`src/include/clk_seq_pkg.sv`:
```
// shared constants and carriers for the start-up and output sequencer
package clk_seq_pkg;

  // output count and divider width
  localparam int unsigned NUM_OUT   = 8;
  localparam int unsigned DIV_WIDTH = 10;
  localparam int unsigned CNT_WIDTH = 24;

  // clock rate of ref_clk, used to turn times into cycles
  localparam int unsigned CLK_FREQ_KHZ = 200000;

  // start-up step lengths in phase detector cycles / feedback edges
  localparam int unsigned REF_COUNT_CYCLES = 65536;
  localparam int unsigned FB_COUNT_EDGES   = 65536;
  localparam int unsigned CAL_CYCLES       = 131072;

  // lock indicator window after outputs turn on, and chosen point in it
  localparam int unsigned LOCK_MIN_CYCLES = 2048;
  localparam int unsigned LOCK_MAX_CYCLES = 2560;
  localparam int unsigned LOCK_CYCLES     = 2304;

  // internal ramp guard: least time from release to calibration start
  localparam int unsigned RAMP_TIME_MS = 50;
  localparam int unsigned RAMP_CYCLES  = RAMP_TIME_MS * CLK_FREQ_KHZ;

  // outputs aligned to the first prescaler; the rest follow the second
  localparam logic [7:0] GROUP_ONE_MASK = 8'h33;

  // outputs with the bypass mux
  localparam int unsigned MUX_OUT_LO = 4;
  localparam int unsigned MUX_OUT_HI = 5;

  // values after reset
  localparam logic [7:0] OUT_OE_N_RESET = 8'hFF;
  localparam logic [7:0] OUT_VAL_RESET  = 8'h00;

  // selection for a muxed output
  typedef struct packed {
    logic bypass;       // forward an input clock instead of the divider
    logic useSecondary; // which input clock to forward
  } bypass_cfg_s;

  // prescaler strobes and their relation
  typedef struct packed {
    logic oneTick;      // pulse from the first prescaler
    logic twoTick;      // pulse from the second prescaler
    logic sameRatio;    // both prescalers share one divide value
  } prescaler_s;

endpackage : clk_seq_pkg

```
`src/core/clk_out_divider.sv`:
```
// one output divider clocked by prescaler strobes
`timescale 1ns/100ps
`default_nettype none

module clk_out_divider #(
  parameter int unsigned WIDTH = 10
) (
  input  wire logic             ref_clk, // phase detector reference clock
  input  wire logic             rstn,    // async reset, active low
  input  wire logic             clear,   // hold divider at phase zero
  input  wire logic             tick,    // prescaler strobe
  input  wire logic [WIDTH-1:0] ratio,   // divide count, zero acts as one
  output logic                  clkOut   // divided level
);

  logic [WIDTH-1:0] cnt_r;

  // count strobes, toggle the level at the end of each half period
  always_ff @(posedge ref_clk or negedge rstn) begin
    if (!rstn) begin
      cnt_r  <= '0;
      clkOut <= 1'b0;
    end else if (clear) begin
      cnt_r  <= '0;
      clkOut <= 1'b0;
    end else if (tick) begin
      if (cnt_r + WIDTH'(1) >= ratio) begin
        cnt_r  <= '0;
        clkOut <= ~clkOut;
      end else begin
        cnt_r <= cnt_r + WIDTH'(1);
      end
    end
  end

endmodule : clk_out_divider

`default_nettype wire

```
`src/core/clock_output_startup_sync_sequencer.sv`:
```
// start-up, calibration and sync release sequencer for eight outputs
//
// Behaviour
// RQ1 - outputs 0,1,4,5 follow prescaler one, others two
// RQ2 - equal prescalers release all eight outputs together
// RQ3 - equal settings: skew within one prescaler cycle
// RQ4 - differing settings: skew within two cycles
// RQ5 - outputs 4,5 pick divider or bypassed input clock; code picks fracResult, not the divider, when not bypassed
// RQ6 - host disables all, then enables outputs singly
// RQ7 - start-up counters expire before calibration begins
// RQ8 - slow supplies: system holds power-down input low
// RQ9 - toggling power-down or reset restarts whole sequence
// RQ10 - fast ramps: calibration delayed by internal timer
// RQ11 - sync: outputs high-z, dividers reset, retimed release
// RQ12 - count reference cycles, then equal feedback cycles
// RQ13 - calibrate fixed cycles, then outputs on immediately
// RQ14 - lock indicator rises within window after turn-on
// RQ15 - synchronous to reference; pins asynchronously restart it
// RQ16 - each output enable keeps disabled output high-z
`timescale 1ns/100ps
`default_nettype none

module clock_output_startup_sync_sequencer #(
  parameter int unsigned REF_CYCLES  = clk_seq_pkg::REF_COUNT_CYCLES,
  parameter int unsigned FB_EDGES    = clk_seq_pkg::FB_COUNT_EDGES,
  parameter int unsigned CAL_CYCLES  = clk_seq_pkg::CAL_CYCLES,
  parameter int unsigned RAMP_CYCLES = clk_seq_pkg::RAMP_CYCLES,
  parameter int unsigned DIV_W       = clk_seq_pkg::DIV_WIDTH
) (
  input  wire logic                     ref_clk,           // pfd reference
  input  wire logic                     rstn,              // async reset
  input  wire logic                     porReleased,       // supply ok pin
  input  wire logic                     powerDownLowInput, // pin, low=off
  input  wire logic                     resetLowInput,     // pin, low=rst
  input  wire logic                     dividerRealignLow, // sync pin
  input  wire logic                     feedbackClock,     // feedback pin
  input  wire logic                     primaryClock,      // input clock
  input  wire logic                     secondaryClock,    // input clock
  input  wire clk_seq_pkg::prescaler_s  prescaler,         // strobes
  input  wire logic [DIV_W*8-1:0]       divRatio,          // per output
  input  wire logic [7:0]               outEnable,         // per output
  input  wire logic [1:0]               fracResult,        // outputs 4,5
  input  wire clk_seq_pkg::bypass_cfg_s [1:0] bypassCfg,   // outputs 4,5
  output logic [7:0]                    clkOut,            // output levels
  output logic [7:0]                    clkOeN,            // low = driven
  output logic                          lockOut,           // lock flag
  output logic                          calibrating        // cal running
);

  typedef enum logic [2:0] {
    REF_COUNT, FB_COUNT, RAMP_WAIT, CALIBRATE, RUNNING
  } seq_state_e;

  localparam int unsigned CW = clk_seq_pkg::CNT_WIDTH;

  ////////////////////////////////////////////////////////////////////////
  // reset: any of the release pins drops the sequencer back to the start

  logic seqRstRaw;
  logic rstMeta_r;
  logic seqRstN_r;

  // asynchronous entry, release retimed by two flops
  assign seqRstRaw = rstn & porReleased & powerDownLowInput
                     & resetLowInput; // [RQ15] [RQ9]

  always_ff @(posedge ref_clk or negedge seqRstRaw) begin
    if (!seqRstRaw) begin
      rstMeta_r <= 1'b0;
      seqRstN_r <= 1'b0;
    end else begin
      rstMeta_r <= 1'b1;
      seqRstN_r <= rstMeta_r; // [RQ15]
    end
  end

  ////////////////////////////////////////////////////////////////////////
  // pin synchronisers

  logic [3:0] pinMeta_r;
  logic [3:0] pinSync_r;
  logic       fbPrev_r;
  logic       fbEdge;
  logic       realignLow;
  logic       priLvl;
  logic       secLvl;

  // two flops on the sync, feedback and input clock pins before use
  always_ff @(posedge ref_clk or negedge rstn) begin
    if (!rstn) begin
      pinMeta_r <= 4'h1; // sync pin idles high, so no false release edge
      pinSync_r <= 4'h1;
      fbPrev_r  <= 1'b0;
    end else begin
      pinMeta_r <= {secondaryClock, primaryClock, feedbackClock,
                    dividerRealignLow};
      pinSync_r <= pinMeta_r;
      fbPrev_r  <= pinSync_r[1];
    end
  end

  assign realignLow = pinSync_r[0];
  assign fbEdge     = pinSync_r[1] & ~fbPrev_r;
  assign priLvl     = pinSync_r[2];
  assign secLvl     = pinSync_r[3];

  ////////////////////////////////////////////////////////////////////////
  // start-up state machine

  seq_state_e    state_r;
  seq_state_e    state_nxt;
  logic [CW-1:0] stepCnt_r;
  logic [CW-1:0] rampCnt_r;
  logic          rampDone_r;
  logic          stepEnd;

  // end of the current counted step
  always_comb begin
    case (state_r)
      REF_COUNT: stepEnd = stepCnt_r == CW'(REF_CYCLES - 1);
      FB_COUNT:  stepEnd = fbEdge && stepCnt_r == CW'(FB_EDGES - 1);
      RAMP_WAIT: stepEnd = rampDone_r;
      CALIBRATE: stepEnd = stepCnt_r == CW'(CAL_CYCLES - 1);
      default:   stepEnd = 1'b0;
    endcase
  end

  // step order: reference, feedback, ramp guard, calibration, run
  always_comb begin
    state_nxt = state_r;
    case (state_r)
      REF_COUNT: if (stepEnd) state_nxt = FB_COUNT;   // [RQ12]
      FB_COUNT:  if (stepEnd) state_nxt = RAMP_WAIT;  // [RQ12]
      RAMP_WAIT: if (stepEnd) state_nxt = CALIBRATE;  // [RQ7] [RQ10]
      CALIBRATE: if (stepEnd) state_nxt = RUNNING;    // [RQ13]
      RUNNING:   state_nxt = RUNNING;
      default:   state_nxt = REF_COUNT;
    endcase
  end

  always_ff @(posedge ref_clk or negedge seqRstN_r) begin
    if (!seqRstN_r) begin
      state_r <= REF_COUNT;
    end else begin
      state_r <= state_nxt;
    end
  end

  // step counter, restarted on each change of step
  always_ff @(posedge ref_clk or negedge seqRstN_r) begin
    if (!seqRstN_r) begin
      stepCnt_r <= '0;
    end else if (state_nxt != state_r) begin
      stepCnt_r <= '0;
    end else if (state_r == REF_COUNT || state_r == CALIBRATE) begin
      stepCnt_r <= stepCnt_r + CW'(1); // [RQ12] [RQ13]
    end else if (state_r == FB_COUNT && fbEdge) begin
      stepCnt_r <= stepCnt_r + CW'(1); // [RQ12]
    end
  end

  // ramp guard timer runs from release alongside the counters
  always_ff @(posedge ref_clk or negedge seqRstN_r) begin
    if (!seqRstN_r) begin
      rampCnt_r  <= '0;
      rampDone_r <= 1'b0;
    end else if (!rampDone_r) begin
      rampCnt_r  <= rampCnt_r + CW'(1);
      rampDone_r <= rampCnt_r == CW'(RAMP_CYCLES - 1); // [RQ10]
    end
  end

  always_ff @(posedge ref_clk or negedge seqRstN_r) begin
    if (!seqRstN_r) begin
      calibrating <= 1'b0;
    end else begin
      calibrating <= state_nxt == CALIBRATE;
    end
  end

  ////////////////////////////////////////////////////////////////////////
  // lock indicator

  logic [11:0] lockCnt_r;

  // count from output turn-on, flag lock inside the window
  always_ff @(posedge ref_clk or negedge seqRstN_r) begin
    if (!seqRstN_r) begin
      lockCnt_r <= '0;
      lockOut   <= 1'b0;
    end else if (state_r == RUNNING && !lockOut) begin
      lockCnt_r <= lockCnt_r + 12'h001;
      lockOut   <= lockCnt_r == 12'(clk_seq_pkg::LOCK_CYCLES - 1); // [RQ14]
    end
  end

  ////////////////////////////////////////////////////////////////////////
  // sync handling and group release

  logic       syncHeld;
  logic       realignPrev_r;
  logic       pendOne_r;
  logic       pendTwo_r;
  logic [1:0] groupOn_r;
  logic       relOne;
  logic       relTwo;

  assign syncHeld = !realignLow;

  // equal prescalers: both groups wait for the first prescaler strobe
  assign relOne = prescaler.oneTick; // [RQ1]
  assign relTwo = prescaler.sameRatio ? prescaler.oneTick
                                      : prescaler.twoTick; // [RQ2] [RQ4]

  // latch the release edge, hold it until the group's prescaler strobe
  always_ff @(posedge ref_clk or negedge seqRstN_r) begin
    if (!seqRstN_r) begin
      realignPrev_r <= 1'b1;
      pendOne_r     <= 1'b0;
      pendTwo_r     <= 1'b0;
      groupOn_r     <= 2'b00;
    end else begin
      realignPrev_r <= realignLow;
      if (state_r == CALIBRATE && stepEnd) begin
        groupOn_r <= 2'b11; // [RQ13]
      end else if (syncHeld) begin
        groupOn_r <= 2'b00; // [RQ11]
        pendOne_r <= 1'b0;
        pendTwo_r <= 1'b0;
      end else begin
        if (pendOne_r && relOne) begin
          groupOn_r[0] <= 1'b1; // [RQ1] [RQ3]
          pendOne_r    <= 1'b0;
        end
        if (pendTwo_r && relTwo) begin
          groupOn_r[1] <= 1'b1; // [RQ1] [RQ2]
          pendTwo_r    <= 1'b0;
        end
        if (realignLow && !realignPrev_r) begin
          pendOne_r <= 1'b1; // [RQ11]
          pendTwo_r <= 1'b1;
        end
      end
    end
  end

  ////////////////////////////////////////////////////////////////////////
  // output dividers, bypass mux and drivers

  logic [7:0] divLvl;
  logic [7:0] outLvl;
  logic [7:0] outOn;

  for (genvar i = 0; i < 8; i++) begin : g_div
    localparam bit IN_ONE = clk_seq_pkg::GROUP_ONE_MASK[i];
    clk_out_divider #(.WIDTH(DIV_W)) u_div (
      .ref_clk (ref_clk),
      .rstn    (seqRstN_r),
      .clear   (syncHeld || state_r != RUNNING), // [RQ11]
      .tick    (IN_ONE ? relOne : relTwo),       // [RQ1]
      .ratio   (divRatio[i*DIV_W +: DIV_W]),
      .clkOut  (divLvl[i])
    );
    assign outOn[i] = groupOn_r[IN_ONE ? 0 : 1] && state_r == RUNNING
                      && outEnable[i] && !syncHeld; // [RQ16] [RQ11]
  end

  // outputs 4 and 5 may forward an input clock past the pll
  always_comb begin
    outLvl = divLvl;
    for (int k = 0; k < 2; k++) begin
      if (bypassCfg[k].bypass) begin
        outLvl[clk_seq_pkg::MUX_OUT_LO + k] =
          bypassCfg[k].useSecondary ? secLvl : priLvl; // [RQ5]
      end else begin
        outLvl[clk_seq_pkg::MUX_OUT_LO + k] = fracResult[k]; // [RQ5]
      end
    end
  end

  // registered output levels and enables, high-z when not released
  always_ff @(posedge ref_clk or negedge seqRstN_r) begin
    if (!seqRstN_r) begin
      clkOut <= clk_seq_pkg::OUT_VAL_RESET;
      clkOeN <= clk_seq_pkg::OUT_OE_N_RESET;
    end else begin
      clkOut <= outLvl & outOn;
      clkOeN <= ~outOn; // [RQ16] [RQ6]
    end
  end

endmodule : clock_output_startup_sync_sequencer

`default_nettype wire

```
`config.mk`:
```
export PLATFORM = sky130hd
export DESIGN_NAME = clock_output_startup_sync_sequencer
export DESIGN_NICKNAME = d
export VERILOG_FILES = /design/src/include/clk_seq_pkg.sv /design/src/core/clk_out_divider.sv /design/src/core/clock_output_startup_sync_sequencer.sv
export SDC_FILE = /design/constraint.sdc
export NUM_CORES = 1
export LEC_CHECK = 0
export BUFFER_PORTS_ARGS = -buffer_cell sky130_fd_sc_hd__buf_4
export CORE_ASPECT_RATIO = 0.75
export CORE_MARGIN = 4
export CORE_UTILIZATION = 45
export CTS_CLUSTER_DIAMETER = 120
export DETAILED_ROUTE_END_ITERATION = 8
export GPL_TIMING_DRIVEN = 0
export PLACE_DENSITY = 0.75
export SLEW_MARGIN = 10
export SYNTH_ARGS = -nofsm -noshare
export SYNTH_HDL_FRONTEND = slang
export SYNTH_SLANG_ARGS = --single-unit
export TNS_END_PERCENT = 1
```
`constraint.sdc`:
```
create_clock -name ref_clk -period 7.95 [get_ports ref_clk]
set_clock_uncertainty 0.05 [all_clocks]
set_input_delay 0 -clock ref_clk [delete_from_list [all_inputs] [get_ports ref_clk]]
set_output_delay 0 -clock ref_clk [all_outputs]
set_load 0.01 [all_outputs]
```
* Word level (Yosys, flattened, before mapping)
Cells that the tools add are included.
** Word-level totals
- Logic and storage cells :: 184
- Output and inout port bits :: 18
- Bits in registers :: 164
- Input port bits :: 106
** Cells by class
- Reductions and logical operators :: 48
- Equal/unequal tests :: 15
- Order comparisons :: 6
- $add $sub $neg :: 9
- Muxes and demuxes :: 61
- Bitwise gates (word level) :: 14
** Operators by type and width (number)
- $mux W10 :: 18
- $mux W24 :: 3
- $add A10 B1 Y10 const B :: 6
- $ge A10 B10 Y1 :: 6
- $add A24 B1 Y24 const B :: 2
- $mux W1 :: 32
- $logic_and A1 B1 Y1 :: 25
- $eq A24 B16 Y1 const B :: 1
- $eq A24 B17 Y1 const B :: 1
- $eq A24 B24 Y1 const B :: 1
- $reduce_and A2 Y1 :: 8
- $reduce_bool A2 Y1 :: 8
- $pmux W3 S5 :: 1
- $add A12 B1 Y12 const B :: 1
- $eq A12 B12 Y1 const B :: 1
- $mux W3 :: 4
- $ne A3 B1 Y1 const B :: 4
- $eq A3 B2 Y1 const B :: 3
- $and A8 B8 Y8 :: 1
- $not A1 Y1 :: 8
- $not A8 Y8 :: 1
- $and A1 B1 Y1 :: 4
- $mux W2 :: 2
- $pmux W1 S4 :: 1
- 8 further kinds :: 11

* Depth between registers and ports, before layout
- Word-level depth :: 8
- Depth in mapped cells :: 12
- Gate-level depth less buffers :: 12

* Cells and area by module
A second synthesis with hierarchy kept.
** Second synthesis, totals
- Cell total of the unflattened synthesis :: 1043
- Area, all modules :: 10211.0 µm²
** By module, submodules not included
- clk_out_divider at g_div[0].u_div ... :: area an instance 980.9 µm², seq. area each 275.3 µm², instances 5, cells an instance 110
- clock_output_startup_sync_sequencer :: area an instance 4361.7 µm², seq. area each 2466.1 µm², instances 1, cells an instance 383
- clk_out_divider at g_div[7].u_div :: area an instance 944.7 µm², seq. area each 275.3 µm², instances 1, cells an instance 110

* Least setup slack after synthesis
No wires, ideal clock.
- Path kind :: register -> register
- Start :: register g_div[7].u_div.cnt_r[0]
- End :: register g_div[7].u_div.cnt_r[1]
- Library setup time :: 78 ps
- Data arrival time :: 2624 ps
- Slack :: 5198 ps
- Required time :: 7822 ps
- Clock period less this slack :: 2752 ps
- Buffers on the path :: 1
- Cell stages (with the launch flop) :: 13
- Cell sequence :: dfrtp_1 -> ha_1 -> nand3_1 -> or2_2 -> nor2_1 -> xor2_1 -> ha_1 -> nand4_1 -> a21oi_1 -> a221oi_1 -> clkbuf_1 -> nand3_1 -> a21oi_1
** On the way
- Word-level cells in the longest chain between the ends :: 5
** Ends and longest elaborated chain
- start, declared :: line clk_out_divider.sv:16 : logic [WIDTH-1:0] cnt_r;
- start signal, assigned :: line clk_out_divider.sv:31 : cnt_r <= cnt_r + WIDTH'(1);
- $add A10 B1 Y10 * :: line clk_out_divider.sv:27, clk_out_divider.sv:31
- $ge A10 B10 Y1 :: line clk_out_divider.sv:27 : if (cnt_r + WIDTH'(1) >= ratio) begin
- $mux W10 * :: line clk_out_divider.sv:27
- $mux W10 * :: line clk_out_divider.sv:26 : end else if (tick) begin
- $mux W10 * :: line clk_out_divider.sv:23 : end else if (clear) begin
Every way passes the cells marked *; elsewhere a longest branch is shown, timed or not. The select of a mux whose other input is x is not followed.
A chain may end at the register's enable or synchronous reset.

* Worst setup path after layout
- Start :: register g_div[2].u_div.cnt_r[0]
- End :: register g_div[2].u_div.cnt_r[8]
** On the way
- Word-level cells in the longest chain between the ends :: 5
** Ends and longest elaborated chain (line)
- start, declared :: clk_out_divider.sv:16
- start signal, assigned :: clk_out_divider.sv:31
- $add A10 B1 Y10 * :: clk_out_divider.sv:27, clk_out_divider.sv:31
- $ge A10 B10 Y1 :: clk_out_divider.sv:27
- $mux W10 * :: clk_out_divider.sv:27
- $mux W10 * :: clk_out_divider.sv:26
- $mux W10 * :: clk_out_divider.sv:23
Marks and branches as above.

==> metrics.txt <==
status finished, final reports clean; CTS Buffer Depth 2; global-route congestion overflow total 0; Data arrival, critical path 3640 ps; clk_lat worst skew 440 ps; Crit Path Category flip-flop to flip-flop; DR vias between 7000 and 8000; share of the synthesized area in the top cell type about two fifths; clk sinks 164; crit path max fanout 10; Post-Syn Instances 970; CP peak stage delay between 600 and 700 ps; PostCTS Resize Cnt 0; final setup TNS 0 ps; Max rail drop VDD 0.142 mV; I/O Buffers between 100 and 150; hold_sp prescaler[2]; fmax between 200 and 300 MHz; WL met3 1.14 mm; hold path depth 4; synth unique cells 57; worst reg2reg path depth 12; CTS tree yes; net count of the mapped netlist 1145; Layout area overhead 21.4%; Finished Layout Cells about 1400; final instance area 11300 um^2; Primary FF master, synth dfrtp_1; syn_area_per_cell 9.59 um^2; drt total wl 21.8 mm; placed insts 1332; Seq cells post-synth 164; Critical Path RT slightly above 8000 ps; nets 1291; Metal-1 WL 10.1 mm; EDFF count, synth 0; leakage power 0.00572 uW; Antenna Cells 0; Vias/cell 5.44; initial antenna violation count 0; # IOs 124; Slew Limit Fails 0; Final Hold Fails 0; ANT nets after route 0; ys async rst share 100%; Slew headroom between 40% and 50%; clk slew on worst S/H paths 70 ps; Seq/Total Area, Yosys 44.3%; worst slew pin tran between 700 and 800 ps; Cell Rows 45; Crit-path slowest cell a221oi_1; H-tree level count 4; clock buffer count from CTS 17; Hold Crit Class primary input to flip-flop; worst path cell trace ha_1 -> and3_1 -> nand3_1 -> nor2_1 -> xor2_1 -> ha_1 -> nand4_1 -> a21oi_1 -> a221oi_1 -> clkbuf_1 -> nand3_1 -> a21oi_1; DRC errors left 0; initial core utilization 45.9%; met2 wire len 10.1 mm; mapped cell area approximately 9300 um^2; die width 174 um; Post-DP Area 10400 um^2; P per Cell Area between 150 and 200 nW/um^2; Placeable Area 20300 um^2; Startpoint Class flip-flop; CP Buf/Inv Count 1; endpoints failing setup 0; warnings from Yosys 0; Wirelength per Cell 15.7 um; Max Cap Viol 0; chip height 132 um; Pre-antenna DRT Iters 5; GRT Total Usage 19.4%; Die Outline Area 23100 um^2; Placer Congestion approximately 0.8; RSZ-0062 raised after global routing no; clk root buf clkbuf_16; Tcrit/Tclk final 42.0%; most area-hungry cell type in the Yosys netlist dfrtp_1; Final HPWL DP 15.5 mm; ratio of cells with drive above 1 in the final layout 15.2%; Tot Pwr around 1800 uW; Top Layer Used met4; Reg2Reg Setup Slack 4610 ps; Detailed Route Iter0 Violations roughly 480; worst r2r dst g_div[2].u_div.cnt_r[8]; largest cells by area after synthesis dfrtp_1 41%, ha_1 9.3%, xor2_1 4.9%; first-pass GRT wire length 36.8 mm; vias in the first global route 7541; largest net degree at the start of global routing 58; Top Family by Delay on Critical Path compound AO/OA/AOI/OAI gates; worst hold endpoint g_div[0].u_div.clkOut; min cycle time layout ~3300 ps; CP endpoint kind flip-flop; reg2reg start g_div[2].u_div.cnt_r[0]
-- timing repair --
action                    in CTS  in global routing
hold endpoints to repair      31                  0
setup buffers                  0                  0
hold buffers                  23                  0
-- report_power, final --
part / switching (uW) / total [uW] / leakage (uW) / internal, uW
clock: 370 / 852 / 0.000302 / 482
combinational: 50.4 / 99.5 / 0.00322 / 49.1
sequential: 6.53 / 846 / 0.00220 / 839
-- area by class of cell --
| type | instances | area [um^2] |
|---|---|---|
| clock buffers | 18 | 439 |
| inverters | 69 | 259 |
| flip-flops and latches | 164 | 4120 |
| clock inverters | 14 | 170 |
| fillers | 1752 | 8980 |
| repair buffers | 127 | 1050 |
| well taps | 258 | 323 |
| plain buffers | 33 | 160 |
| multi-input cells | 704 | 4760 |
-- placed cells by master (no fill, tap or decap), types with 6 or more instances in the layout --
| cell | n |
|---|---|
| clkbuf_16 | 17 |
| xor2_1 | 52 |
| dlygate4sd3_1 | 23 |
| o21ai_0 | 53 |
| nor3b_1 | 6 |
| ha_1 | 69 |
| and3_1 | 37 |
| nand3_1 | 74 |
| nor4_1 | 11 |
| nor2_1 | 63 |
| dfrtp_1 | 152 |
| nand4_1 | 20 |
| a22o_1 | 18 |
| buf_4 | 103 |
| a32o_1 | 6 |
| nand2b_1 | 10 |
| or3_1 | 12 |
| a21oi_1 | 40 |
| a21o_1 | 8 |
| inv_1 | 69 |
| clkbuf_1 | 25 |
| dfstp_2 | 11 |
| xnor2_1 | 51 |
| nor3_1 | 15 |
| nor2b_1 | 6 |
| nor4b_1 | 6 |
| nand2_1 | 81 |
| a211oi_1 | 12 |
-- cells in the mapped netlist (3+ instances only) --
cell	instances
clkbuf_1	25
mux2i_1	4
a221oi_1	4
ha_1	69
nand2_1	81
and4_1	3
nand2b_1	10
and2_1	3
nand3b_1	3
or3_1	12
nand3_1	74
xnor2_1	51
nor3b_1	6
o21ai_0	53
nor4b_1	6
dfrtp_1	153
a21oi_1	40
nor3_1	15
a32o_1	6
buf_6	4
a22o_1	18
xor2_1	52
dfstp_2	11
a2111oi_0	4
nor4_1	11
nor2_1	63
nand4_1	20
mux2_2	3
a21o_1	8
a211oi_1	12
nor2b_1	6
inv_1	69
and3_1	37
-- flip-flops by register name, summed over array words and instances (netlist names), 4 cells and up --
| register | cells |
|---|---|
| pinMeta_r | 4 |
| lockCnt_r | 12 |
| stepCnt_r | 24 |
| clkOeN | 8 |
| g_div.u_div.clkOut | 6 |
| rampCnt_r | 24 |
| g_div.u_div.cnt_r | 60 |
| pinSync_r | 4 |
| clkOut | 8 |
-- worst max-delay path by stage --
stage | from | endpoint | slack [ps] | depth (start not counted)
final | g_div[2].u_div.cnt_r[0] | g_div[2].u_div.cnt_r[8] | 4610 | 12
after global routing | g_div[2].u_div.cnt_r[0] | g_div[2].u_div.cnt_r[8] | 4300 | 12
after CTS | g_div[2].u_div.cnt_r[0] | g_div[2].u_div.cnt_r[5] | 4590 | 12
after detailed placement | g_div[2].u_div.cnt_r[0] | g_div[2].u_div.cnt_r[8] | 4630 | 12
after global placement | seqRstN_r | g_div[6].u_div.cnt_r[0] | 1500 | 0
after floorplan | seqRstN_r | calibrating | 3280 | 0
-- stage by stage --
step	setup WS (ps)	util (%)	hold WS [ps]
detailed placement	4630	51.5	-218
floorplan	3280	-	-346
global route	4300	55.7	22.1
CTS	4590	55.7	3.52
finish	4610	55.7	5.05
global placement	1500	51.2	-220
-- kinds of logic (layout without fill, tap and decap cells) --
logic type                 Yosys count  in the layout  share of synthesized area [%]
muxes                                7              7                          0.794
DFF                                164            164                           44.3
and+or+nand+nor                    364            364                           20.3
adders and majority gates           69             69                           9.28
xor gates and xnor gates           103            103                           9.70
AOI/OAI and AO/OA                  160            160                           11.1
buffers and inverters              102            261                           4.51
other                                1              1                         0.0403
-- layer usage --
layer,global-route usage (%),vias up
li1,-,3696
met1,26.7,3625
met2,30.6,196
met3,4.14,29
met4,6.73,0
met5,0,-
-- worst min-delay path, stage by stage --
cell and delay [ps]:
clkbuf_1 190, nand2_1 110, or3_1 90, a21oi_1 50
No activity file was read; power rests on OpenSTA's default activity.
